File: config.mk
export PLATFORM = sky130hd
export DESIGN_NAME = switch_input_config_regs
export DESIGN_NICKNAME = d
export VERILOG_FILES = /design/src/rtl/switch_cfg_pkg.sv /design/src/rtl/switch_input_config_regs.sv
export SDC_FILE = /design/constraint.sdc
export NUM_CORES = 2
export LEC_CHECK = 0
export BUFFER_PORTS_ARGS = -buffer_cell sky130_fd_sc_hd__buf_2
export CAP_MARGIN = 20
export CORE_MARGIN = 2
export CORE_UTILIZATION = 55
export DETAILED_ROUTE_END_ITERATION = 8
export PLACE_DENSITY = 0.76
export SETUP_SLACK_MARGIN = 0.5
export SLEW_MARGIN = 20
export SYNTH_ARGS = -nofsm -noshare
export SYNTH_HDL_FRONTEND = slang
export SYNTH_SLANG_ARGS = --single-unit
File: constraint.sdc
create_clock -name ref_clk -period 2.45 [get_ports ref_clk]
set_input_delay 0.245 -clock ref_clk [delete_from_list [all_inputs] [get_ports ref_clk]]
set_output_delay 0.245 -clock ref_clk [all_outputs]
set_load 0.03 [all_outputs]
File: src/rtl/switch_cfg_pkg.sv
// Constants for the switch input configuration block
// What this block does
// - Every switch input has its own 20 ms wetting timer.
// - An input's timer starts when its comparator sees the 4.0 V crossing.
// - On expiry of an enabled timer, current drops from 16 mA to 2 mA.
// - With its timer disabled, an input keeps 16 mA continuously.
// - Timer enable bit 0 disables that input's timer, 1 enables it.
// - Code 07h writes programmable timer enables, 08h writes ground timer enables.
// - High impedance bit 1 floats the input regardless of metallic setting.
// - A floated input keeps its comparator working at 4.0 V.
// - Code 09h writes programmable floats, 0Ah writes ground floats.
// - Channel field decodes 0 none, 1-14 ground, 15-22 programmable inputs.
// - The selected analog input reads 0 in the next status response.
// - Current field: 00 high impedance, 01 2 mA, 10 16 mA.
// - Current field 11 is illegal and acts as high impedance.
// - Analog select currents are always pull-up, never pull-down.
// - Code 06h is analog select; bits 15 to 7 are ignored.
// - New settings are accepted at any time in normal mode while the logic supply is present.
// - Programming is accepted only in normal mode with logic supply present.
// - Reset: timers enabled, all inputs floated, channel cleared to zero.
package switch_cfg_pkg;
    timeunit 1ns;
    timeprecision 1ps;

    // ------------------------------------------------------------
    // Sizes
    // ------------------------------------------------------------
    localparam int NUM_PROG   = 8;
    localparam int NUM_GND    = 14;
    localparam int NUM_INPUTS = 22;
    localparam int FRAME_BITS = 24;

    // ------------------------------------------------------------
    // Command codes in frame bits 23..16
    // ------------------------------------------------------------
    localparam logic [7:0] CMD_ANALOG     = 8'h06;
    localparam logic [7:0] CMD_TIMER_PROG = 8'h07;
    localparam logic [7:0] CMD_TIMER_GND  = 8'h08;
    localparam logic [7:0] CMD_HIZ_PROG   = 8'h09;
    localparam logic [7:0] CMD_HIZ_GND    = 8'h0a;
    localparam logic [7:0] CMD_RESET      = 8'h7f;

    // ------------------------------------------------------------
    // Field positions
    // ------------------------------------------------------------
    localparam int CMD_MSB   = 23;
    localparam int CMD_LSB   = 16;
    localparam int CUR_MSB   = 6;
    localparam int CUR_LSB   = 5;
    localparam int CHAN_MSB  = 4;
    localparam int CHAN_LSB  = 0;

    // ------------------------------------------------------------
    // Channel map
    // ------------------------------------------------------------
    localparam logic [4:0] CHAN_NONE     = 5'h00;
    localparam logic [4:0] CHAN_GND_BASE = 5'h01;
    localparam logic [4:0] CHAN_PROG_BASE = 5'h0f;
    localparam logic [4:0] CHAN_LAST     = 5'h16;

    // ------------------------------------------------------------
    // Current select encodings
    // ------------------------------------------------------------
    localparam logic [1:0] CUR_HIZ   = 2'h0;
    localparam logic [1:0] CUR_LOW   = 2'h1;
    localparam logic [1:0] CUR_HIGH  = 2'h2;
    localparam logic [1:0] CUR_ILLEG = 2'h3;

    // ------------------------------------------------------------
    // Reset values
    // ------------------------------------------------------------
    localparam logic [21:0] RST_TIMER_EN = 22'h3fffff;
    localparam logic [21:0] RST_HIZ      = 22'h3fffff;
    localparam logic [6:0]  RST_ANALOG   = 7'h00;

    // ------------------------------------------------------------
    // Timing
    // ------------------------------------------------------------
    localparam int CLK_HZ      = 50_000_000;
    localparam int WET_TIME_MS = 20;
    localparam int WET_CYCLES  = WET_TIME_MS * (CLK_HZ / 1000);

endpackage : switch_cfg_pkg

File: src/rtl/switch_input_config_regs.sv
// Serial configuration registers and wetting timers of the switch detector
module switch_input_config_regs
    import switch_cfg_pkg::*;
#(
    parameter int WET_COUNT = WET_CYCLES
) (
    // Clock and reset
    input  wire logic                  ref_clk,
    input  wire logic                  rst,
    input  wire logic                  clk_en,
    // Operating conditions
    input  wire logic                  normal_mode,
    input  wire logic                  logic_supply_ok,
    // Serial port pins from the host
    input  wire logic                  spi_sclk,
    input  wire logic                  spi_cs_n,
    input  wire logic                  spi_mosi,
    // Comparator outputs, ground inputs low, programmable high
    input  wire logic [NUM_INPUTS-1:0] input_above_thresh,
    // Raw switch status from the comparators
    input  wire logic [NUM_INPUTS-1:0] switch_closed,
    // Per-input current drive
    output logic      [NUM_INPUTS-1:0] input_hiz,
    output logic      [NUM_INPUTS-1:0] wetting_high,
    output logic      [NUM_INPUTS-1:0] comparator_on,
    // Analog mux
    output logic      [4:0]            analog_channel,
    output logic      [NUM_INPUTS-1:0] analog_sel_onehot,
    output logic      [1:0]            analog_current,
    output logic                       analog_pullup,
    // Status bits for the serial response
    output logic      [NUM_INPUTS-1:0] status_bits,
    // Register contents
    output logic      [NUM_INPUTS-1:0] wetting_timer_enable,
    output logic      [NUM_INPUTS-1:0] input_high_impedance,
    output logic      [6:0]            analog_channel_select
);
    timeunit 1ns;
    timeprecision 1ps;

    // ------------------------------------------------------------
    // Pin synchronisers
    // ------------------------------------------------------------
    logic [2:0] sclk_sync_q;
    logic [2:0] cs_sync_q;
    logic [1:0] mosi_sync_q;
    logic [NUM_INPUTS-1:0] cmp_meta_q;
    logic [NUM_INPUTS-1:0] cmp_q;
    logic [NUM_INPUTS-1:0] cmp_prev_q;
    logic [NUM_INPUTS-1:0] sw_meta_q;
    logic [NUM_INPUTS-1:0] sw_q;

    // Two flops per pin; third stage only for edge finding
    always_ff @(posedge ref_clk) begin
        if (rst) begin
            sclk_sync_q <= 3'h0;
            cs_sync_q   <= 3'h7;
            mosi_sync_q <= 2'h0;
        end else if (clk_en) begin
            sclk_sync_q <= {sclk_sync_q[1:0], spi_sclk};
            cs_sync_q   <= {cs_sync_q[1:0], spi_cs_n};
            mosi_sync_q <= {mosi_sync_q[0], spi_mosi};
        end
    end

    // Comparators are asynchronous to our clock
    always_ff @(posedge ref_clk) begin
        if (rst) begin
            cmp_meta_q <= '0;
            cmp_q      <= '0;
            cmp_prev_q <= '0;
            sw_meta_q  <= '0;
            sw_q       <= '0;
        end else if (clk_en) begin
            cmp_meta_q <= input_above_thresh;
            cmp_q      <= cmp_meta_q;
            cmp_prev_q <= cmp_q;
            sw_meta_q  <= switch_closed;
            sw_q       <= sw_meta_q;
        end
    end

    logic sclk_rise;
    logic cs_fall;
    logic cs_rise;
    logic cs_low;
    assign sclk_rise = sclk_sync_q[1] & ~sclk_sync_q[2];
    assign cs_fall   = ~cs_sync_q[1] & cs_sync_q[2];
    assign cs_rise   = cs_sync_q[1] & ~cs_sync_q[2];
    assign cs_low    = ~cs_sync_q[1];

    // ------------------------------------------------------------
    // Frame shifter
    // ------------------------------------------------------------
    logic [FRAME_BITS-1:0] shift_q;
    logic [5:0]            bit_cnt_q;

    // MSB first; count saturates so long frames still end cleanly
    always_ff @(posedge ref_clk) begin
        if (rst) begin
            shift_q   <= '0;
            bit_cnt_q <= 6'h00;
        end else if (clk_en) begin
            if (cs_fall) begin
                bit_cnt_q <= 6'h00;
            end else if (cs_low && sclk_rise) begin
                shift_q <= {shift_q[FRAME_BITS-2:0], mosi_sync_q[1]};
                if (bit_cnt_q != 6'h3f) begin
                    bit_cnt_q <= bit_cnt_q + 6'h01;
                end
            end
        end
    end

    // A frame counts only with exactly 24 clocks and a live host side
    logic       frame_done;
    logic [7:0] cmd;
    assign frame_done = cs_rise && (bit_cnt_q == 6'(FRAME_BITS));
    assign cmd = shift_q[CMD_MSB:CMD_LSB];

    logic accept;
    assign accept = frame_done && normal_mode && logic_supply_ok;

    // ------------------------------------------------------------
    // Configuration registers
    // ------------------------------------------------------------
    logic [NUM_INPUTS-1:0] timer_en_q;
    logic [NUM_INPUTS-1:0] hiz_q;
    logic [6:0]            analog_q;

    // Ground inputs occupy bits 13..0, programmable bits 21..14
    always_ff @(posedge ref_clk) begin
        if (rst) begin
            timer_en_q <= RST_TIMER_EN;
            hiz_q      <= RST_HIZ;
            analog_q   <= RST_ANALOG;
        end else if (clk_en && accept) begin
            case (cmd)
                CMD_TIMER_PROG: begin
                    timer_en_q[NUM_INPUTS-1:NUM_GND] <= shift_q[NUM_PROG-1:0];
                end
                CMD_TIMER_GND: begin
                    timer_en_q[NUM_GND-1:0] <= shift_q[NUM_GND-1:0];
                end
                CMD_HIZ_PROG: begin
                    hiz_q[NUM_INPUTS-1:NUM_GND] <= shift_q[NUM_PROG-1:0];
                end
                CMD_HIZ_GND: begin
                    hiz_q[NUM_GND-1:0] <= shift_q[NUM_GND-1:0];
                end
                CMD_ANALOG: begin
                    // Bits 15..7 dropped; channel and current land together
                    analog_q <= shift_q[CUR_MSB:CHAN_LSB];
                end
                CMD_RESET: begin
                    timer_en_q <= RST_TIMER_EN;
                    hiz_q      <= RST_HIZ;
                    analog_q   <= RST_ANALOG;
                end
                default: begin
                end
            endcase
        end
    end

    assign wetting_timer_enable  = timer_en_q;
    assign input_high_impedance  = hiz_q;
    assign analog_channel_select = analog_q;

    // ------------------------------------------------------------
    // Wetting timers, one per input
    // ------------------------------------------------------------
    logic [NUM_INPUTS-1:0] expired;

    generate
        for (genvar i = 0; i < NUM_INPUTS; i++) begin : g_wet
            logic [31:0] cnt_q;
            logic        run_q;
            logic        exp_q;

            assign expired[i] = exp_q;

            // Restart on each threshold crossing; expiry holds until the next
            always_ff @(posedge ref_clk) begin
                if (rst) begin
                    cnt_q <= 32'h0;
                    run_q <= 1'b0;
                    exp_q <= 1'b0;
                end else if (clk_en) begin
                    if (cmp_q[i] != cmp_prev_q[i]) begin
                        cnt_q <= 32'h0;
                        run_q <= 1'b1;
                        exp_q <= 1'b0;
                    end else if (run_q) begin
                        if (cnt_q >= 32'(WET_COUNT - 1)) begin
                            run_q <= 1'b0;
                            exp_q <= 1'b1;
                        end else begin
                            cnt_q <= cnt_q + 32'h1;
                        end
                    end
                end
            end
        end
    endgenerate

    // ------------------------------------------------------------
    // Current drive
    // ------------------------------------------------------------
    // High current until an enabled timer expires; disabled holds high
    always_ff @(posedge ref_clk) begin
        if (rst) begin
            wetting_high  <= '1;
            input_hiz     <= RST_HIZ;
            comparator_on <= '1;
        end else if (clk_en) begin
            wetting_high  <= ~(expired & timer_en_q);
            input_hiz     <= hiz_q;
            comparator_on <= '1;
        end
    end

    // ------------------------------------------------------------
    // Analog mux decode
    // ------------------------------------------------------------
    logic [NUM_INPUTS-1:0] onehot_d;
    logic [1:0]            cur_d;

    // Codes past the last channel select nothing
    always_comb begin
        onehot_d = '0;
        if (analog_q[CHAN_MSB:CHAN_LSB] != CHAN_NONE &&
            analog_q[CHAN_MSB:CHAN_LSB] <= CHAN_LAST) begin
            onehot_d[analog_q[CHAN_MSB:CHAN_LSB] - CHAN_GND_BASE] = 1'b1;
        end
        cur_d = analog_q[CUR_MSB:CUR_LSB];
        if (cur_d == CUR_ILLEG) begin
            cur_d = CUR_HIZ;
        end
    end

    always_ff @(posedge ref_clk) begin
        if (rst) begin
            analog_channel    <= CHAN_NONE;
            analog_sel_onehot <= '0;
            analog_current    <= CUR_HIZ;
            analog_pullup     <= 1'b1;
        end else if (clk_en) begin
            analog_channel    <= analog_q[CHAN_MSB:CHAN_LSB];
            analog_sel_onehot <= onehot_d;
            analog_current    <= cur_d;
            analog_pullup     <= 1'b1;
        end
    end

    // ------------------------------------------------------------
    // Status response
    // ------------------------------------------------------------
    // Latched at frame start; selected analog input forced low
    always_ff @(posedge ref_clk) begin
        if (rst) begin
            status_bits <= '0;
        end else if (clk_en && cs_fall) begin
            status_bits <= sw_q & ~onehot_d;
        end
    end

endmodule : switch_input_config_regs

### Word level (Yosys, flattened, before mapping)

Index checks and enable logic that the tools add are counted.

| word-level totals | value |
|---|---|
| bits in registers | 1042 |
| bits of input ports | 52 |
| logic and storage cells | 521 |

| operators by class | value |
|---|---|
| reductions and logical operators | 111 |
| $add $sub $neg | 24 |
| muxes and demuxes | 210 |
| bitwise operators | 11 |
| $lt $le $gt $ge | 25 |
| equal/unequal tests | 53 |

Operators with widths:

| kind | count |
|---|---|
| 32-bit two-way mux | 66 |
| 32-bit by 1-bit adder with 32-bit output (second input constant) | 22 |
| 32-bit by 20-bit greater-or-equal comparator with 1-bit output (second input constant) | 22 |
| 3-bit AND reduction | 46 |
| 1-bit two-way mux | 133 |
| 2-bit nonzero test | 51 |
| 14-bit case mux with 2 select lines | 2 |
| 22-bit AND | 2 |
| 2-bit != test (second input constant) | 22 |
| 22-bit inverter | 2 |
| 8-bit case mux with 2 select lines | 2 |
| 8-bit by 4-bit == test with 1-bit output (second input constant) | 3 |
| 22-bit two-way mux | 1 |
| 1-bit != test | 22 |
| 6-bit two-way mux | 3 |
| 8-bit by 3-bit == test with 1-bit output (second input constant) | 2 |
| 7-bit case mux with 2 select lines | 1 |
| 2-bit AND reduction | 5 |
| 8-bit by 7-bit == test with 1-bit output (second input constant) | 1 |
| 1-bit logical AND | 8 |
| 6-bit by 1-bit adder with 6-bit output (second input constant) | 1 |
| 6-bit by 5-bit == test with 1-bit output (second input constant) | 1 |
| 5-bit by 6-bit less-than comparator with 1-bit output (second input constant) | 1 |
| 6-bit != test (second input constant) | 1 |
| 9 further kinds | 14 |

### Depth between registers and ports, before layout

| depth | value |
|---|---|
| word-level depth | 8 |
| depth in mapped cells | 10 |
| gate-level depth less buffers | 8 |

### Least setup slack after synthesis

Ideal clock, no wire load.

| path | value |
|---|---|
| path kind | flip-flop to flip-flop |
| start | reg g_wet[2].cnt_q[0] |
| end | reg g_wet[2].cnt_q[18] |
| setup slack | -0.026 ns |
| arrival | 2.402 ns |
| period minus slack after synthesis | 2.476 ns |
| library setup time | 0.074 ns |
| cell stages (with the launch flop) | 9 |
| path buffers | 1 |
| cell sequence | dfxtp_1 -> ha_1 -> and4_1 -> a211o_1 -> a2111o_1 -> buf_2 -> or3_1 -> or3_1 -> o21ai_0 |

| between the ends | value |
|---|---|
| longest elaborated chain between the ends | 4 |

Ends and longest elaborated chain:

| item | RTL line | RTL |
|---|---|---|
| start: declaration | switch_input_config_regs.sv:177 | `logic [31:0] cnt_q;` |
| start signal: assignment | switch_input_config_regs.sv:199 | `cnt_q <= cnt_q + 32'h1;` |
| 32-bit by 1-bit adder with 32-bit output | switch_input_config_regs.sv:199 |  |
| 32-bit two-way mux | switch_input_config_regs.sv:195 | `if (cnt_q >= 32'(WET_COUNT - 1)) begin` |
| 32-bit two-way mux | switch_input_config_regs.sv:194 | `end else if (run_q) begin` |
| 32-bit two-way mux | switch_input_config_regs.sv:190 | `if (cmp_q[i] != cmp_prev_q[i]) begin` |

Several ways; a longest one is shown, not always the timed one. The select of a mux whose other input is x is not followed.
A chain may end at the register's enable or synchronous reset.

### Worst setup path in the final report

| path | value |
|---|---|
| start | reg g_wet[2].cnt_q[1] |
| end | reg g_wet[2].cnt_q[17] |

Same word-level chain as after synthesis.

==> impl_metrics.py <==
metrics = {
    "status": {
        "status": "completed",
    },
    "route": {
        "wl_um": 129000,
        "wire_per_inst_um": 18.7,
        "num_vias": 42700,
        "firstDrtPassIters": 8,
        "viasPerCell": 6.17,
        "antenna_left": 0,
        "drtIter0Drc": 3565,
        "drc": 0,
    },
    "setup_path": {
        "path_max_fanout": 3,
        "arrival_ns": 2.96,
        "required_ns": 3.00,
        "crit_start": "g_wet[2].cnt_q[1]",
        "start_kind": "flip-flop",
        "worstSetupPathType": "flip-flop to flip-flop",
        "cp-end-kind": "flip-flop",
        "timing.rr.start": "g_wet[2].cnt_q[1]",
    },
    "global_routing": {
        "antenna_found_initial": 1,
        "grt_max_degree": 98,
        "grt_pass1_vias": 40400,
        "grt-ovfl-total": 0,
        "grt_pass1_wl_um": 201000,
        "grt_usage_pct": 28.6,
    },
    "die": {
        "core_mm2": 0.0802,
        "die_x_um": 288,
        "num_rows": 104,
        "die_height_um": 288,
        "initial_core_util_pct": 55.4,
        "die_area_mm2": 0.0830,
        "io_pins": 221,
    },
    "cells_and_area": {
        "final_common_cell": "dfxtp_1",
        "n_fill_cell": 5480,
        "largest_register": "g_wet.cnt_q",
        "final_cell_mix": "932 x dfxtp_1, 542 x nand2_1, 422 x nor2_1",
        "drive_above_1_share_pct": 26.8,
        "antenna_cells": 0,
        "reg.largest.list": "g_wet.cnt_q (704), shift_q (24)",
        "area.growth.synth_to_final_pct": 31.5,
        "multi_input_area_mm2": 0.0258,
        "fin_nets": 5857,
        "largest_reg_flops": 704,
        "post-route-util_pct": 72.8,
        "regArea_mm2": 0.0211,
    },
    "clock_network": {
        "clock-sinks": 1042,
        "cts_buffers": 105,
        "cts-root-buf": "clkbuf_16",
        "path_clk_slew_ns": 0.06,
        "cts_tree": "done",
        "clock_path_buffers": 3,
        "clk_latency_ns": 0.69,
        "htreeDepth": 3,
    },
    "synthesis": {
        "ys_ff_latch": 1042,
        "async_reset_ff_share_pct": 0,
        "yosysWarnings": 0,
        "synth_cell_type_count": 91,
        "synthCells": 5166,
        "synth_area_leader_cell": "dfxtp_1",
        "synth_edf_count": 0,
        "netlist_area_mm2": 0.0444,
        "ys_top_cells_by_area": "dfxtp_1 47%, nand2_1 4.9%, mux2i_1 3.8%",
        "synth_top_cell_area_share_pct": 47.0,
        "syn_avg_cell_area_um2": 8.59,
        "ys.flop_type": "dfxtp_1",
        "ys_seq_area_share_pct": 47.0,
    },
    "timing": {
        "final_hold_viol_count": 0,
        "setup_viol": 0,
        "maxSlewHeadroom_pct": 34.1,
        "fin_crit_sh_pct": 98.4,
        "rsz0062_at_grt": "true",
        "tightest_slew_ns": 0.988,
        "clock.fmax_mhz": 415,
        "slew_viol_final": 0,
        "skew_ns": 0.0417,
        "tns_ns": 0,
        "period_needed_ns": 2.41,
    },
    "power": {
        "p_leak_nw": 22.2,
        "power.density_mw_per_mm2": 627,
        "peakVddDrop_mv": 0.628,
    },
    "place": {
        "hpwl_um": 73800,
        "io_buffer_count": 197,
        "globalplace.congestion": 0.889,
    },
    "job": {
        "drv_cap": 0,
    },
    "worst_hold_path": {
        "hold_class": "input port to flip-flop",
        "hold_start": "clk_en",
    },
}
-- report_power, final --
| part | total (W) | leakage, nW | internal [W] | switching (W) |
|---|---|---|---|---|
| registers | 0.0171 | 8.48 | 0.0170 | 0.0000932 |
| logic | 0.00193 | 11.9 | 0.000693 | 0.00124 |
| clock network | 0.0175 | 1.87 | 0.0106 | 0.00696 |
-- layer usage --
layer	vias up	track usage, %	wire, um
li1	20200	-	-
met1	20400	36.4	53000
met2	1748	48.1	62300
met3	431	4.68	8950
met4	2	11.5	5020
met5	-	0	13
-- area by class of cell --
| cell class | instances | area share, % |
|---|---|---|
| well taps | 1060 | 2.27 |
| flip-flops and latches | 1042 | 36.2 |
| clock inverters | 50 | 1.32 |
| multi-input cells | 3807 | 44.2 |
| repair buffers | 759 | 10.4 |
| inverters | 66 | 0.438 |
| clock buffers | 146 | 5.20 |
-- through the flow --
stage | hold slack [ns] | instances | total power (W) | setup slack (ns) | area (um^2)
final | 0.0308 | 6930 | 0.0366 | 0.0385 | 58300
after global routing | 0.0410 | 6930 | 0.0375 | 0.00795 | 58300
after CTS | 0.000235 | 6849 | 0.0365 | 0.153 | 56400
after detailed placement | 0.442 | 6344 | 0.0190 | 0.0801 | 48000
after global placement | 0.435 | 6344 | 0.0190 | 0.0977 | 48000
after floorplan | 0.373 | 5188 | 0.0185 | 0.0430 | 45700
-- kinds of logic after synthesis --
group           Yosys count  share of synthesized area (%)
xor+xnor                 67                           1.32
fa+ha+maj                24                          0.677
flops                  1042                           47.0
other cells               1                        0.00845
simple gates           2406                           27.7
buf+inv                 355                           3.34
mux                     170                           3.83
compound gates         1101                           16.1
-- path summary, 6_finish.rpt --
path | endpoint | slack [ns] | cells after the start
worst min register to register | status_bits[19] | 0.45 | 2
worst min-delay path | g_wet[14].run_q | 0.03 | 3
worst max register to register | g_wet[2].cnt_q[17] | 0.04 | 11
worst max-delay path | g_wet[2].cnt_q[17] | 0.04 | 11
-- cell usage after synthesis (9+ instances only) --
master    count
a211o_1      10
a211oi_1     22
a21o_1       11
a21oi_1     255
a22oi_1       9
a311oi_1     25
a31oi_1      88
a41oi_1      29
and2_1      229
and3_1      158
and4_1       32
buf_1        23
buf_2        17
buf_4        24
clkbuf_1    219
dfxtp_1    1042
ha_1         24
inv_1        65
mux2i_1     170
nand2_1     583
nand2b_1     20
nand3_1     335
nand3b_1     25
nand4_1     142
nand4b_1     11
nor2_1      443
nor2b_1      19
nor3_1      100
nor3b_1      17
nor4_1      123
o211ai_1    102
o21a_1       44
o21ai_0     289
o31ai_1      85
o41ai_1      28
or2_2        16
or3_1        59
or4_1        58
xnor2_1      21
xor2_1       46
-- critical path, cell delays in order (launching register included) --
cell and delay (ns):
dfxtp_4 0.36, ha_4 0.16, and4_4 0.18, a211o_1 0.29, buf_6 0.13, buf_6 0.12
a2111oi_4 0.42, buf_4 0.20, buf_6 0.10, a31oi_4 0.06, o21ai_1 0.16, o21ai_1 0.09
-- repair_timing --
action | in CTS | in global routing
gates cloned | 21 | 5
pin swaps | 329 | 163
hold buffers | 48 | 0
buffers inserted | 240 | 76
endpoints found under the setup margin | 510 | 575
gates resized for setup | 562 | 292
hold endpoints to repair | 55 | 0
(Power assumes the default switching activity.)
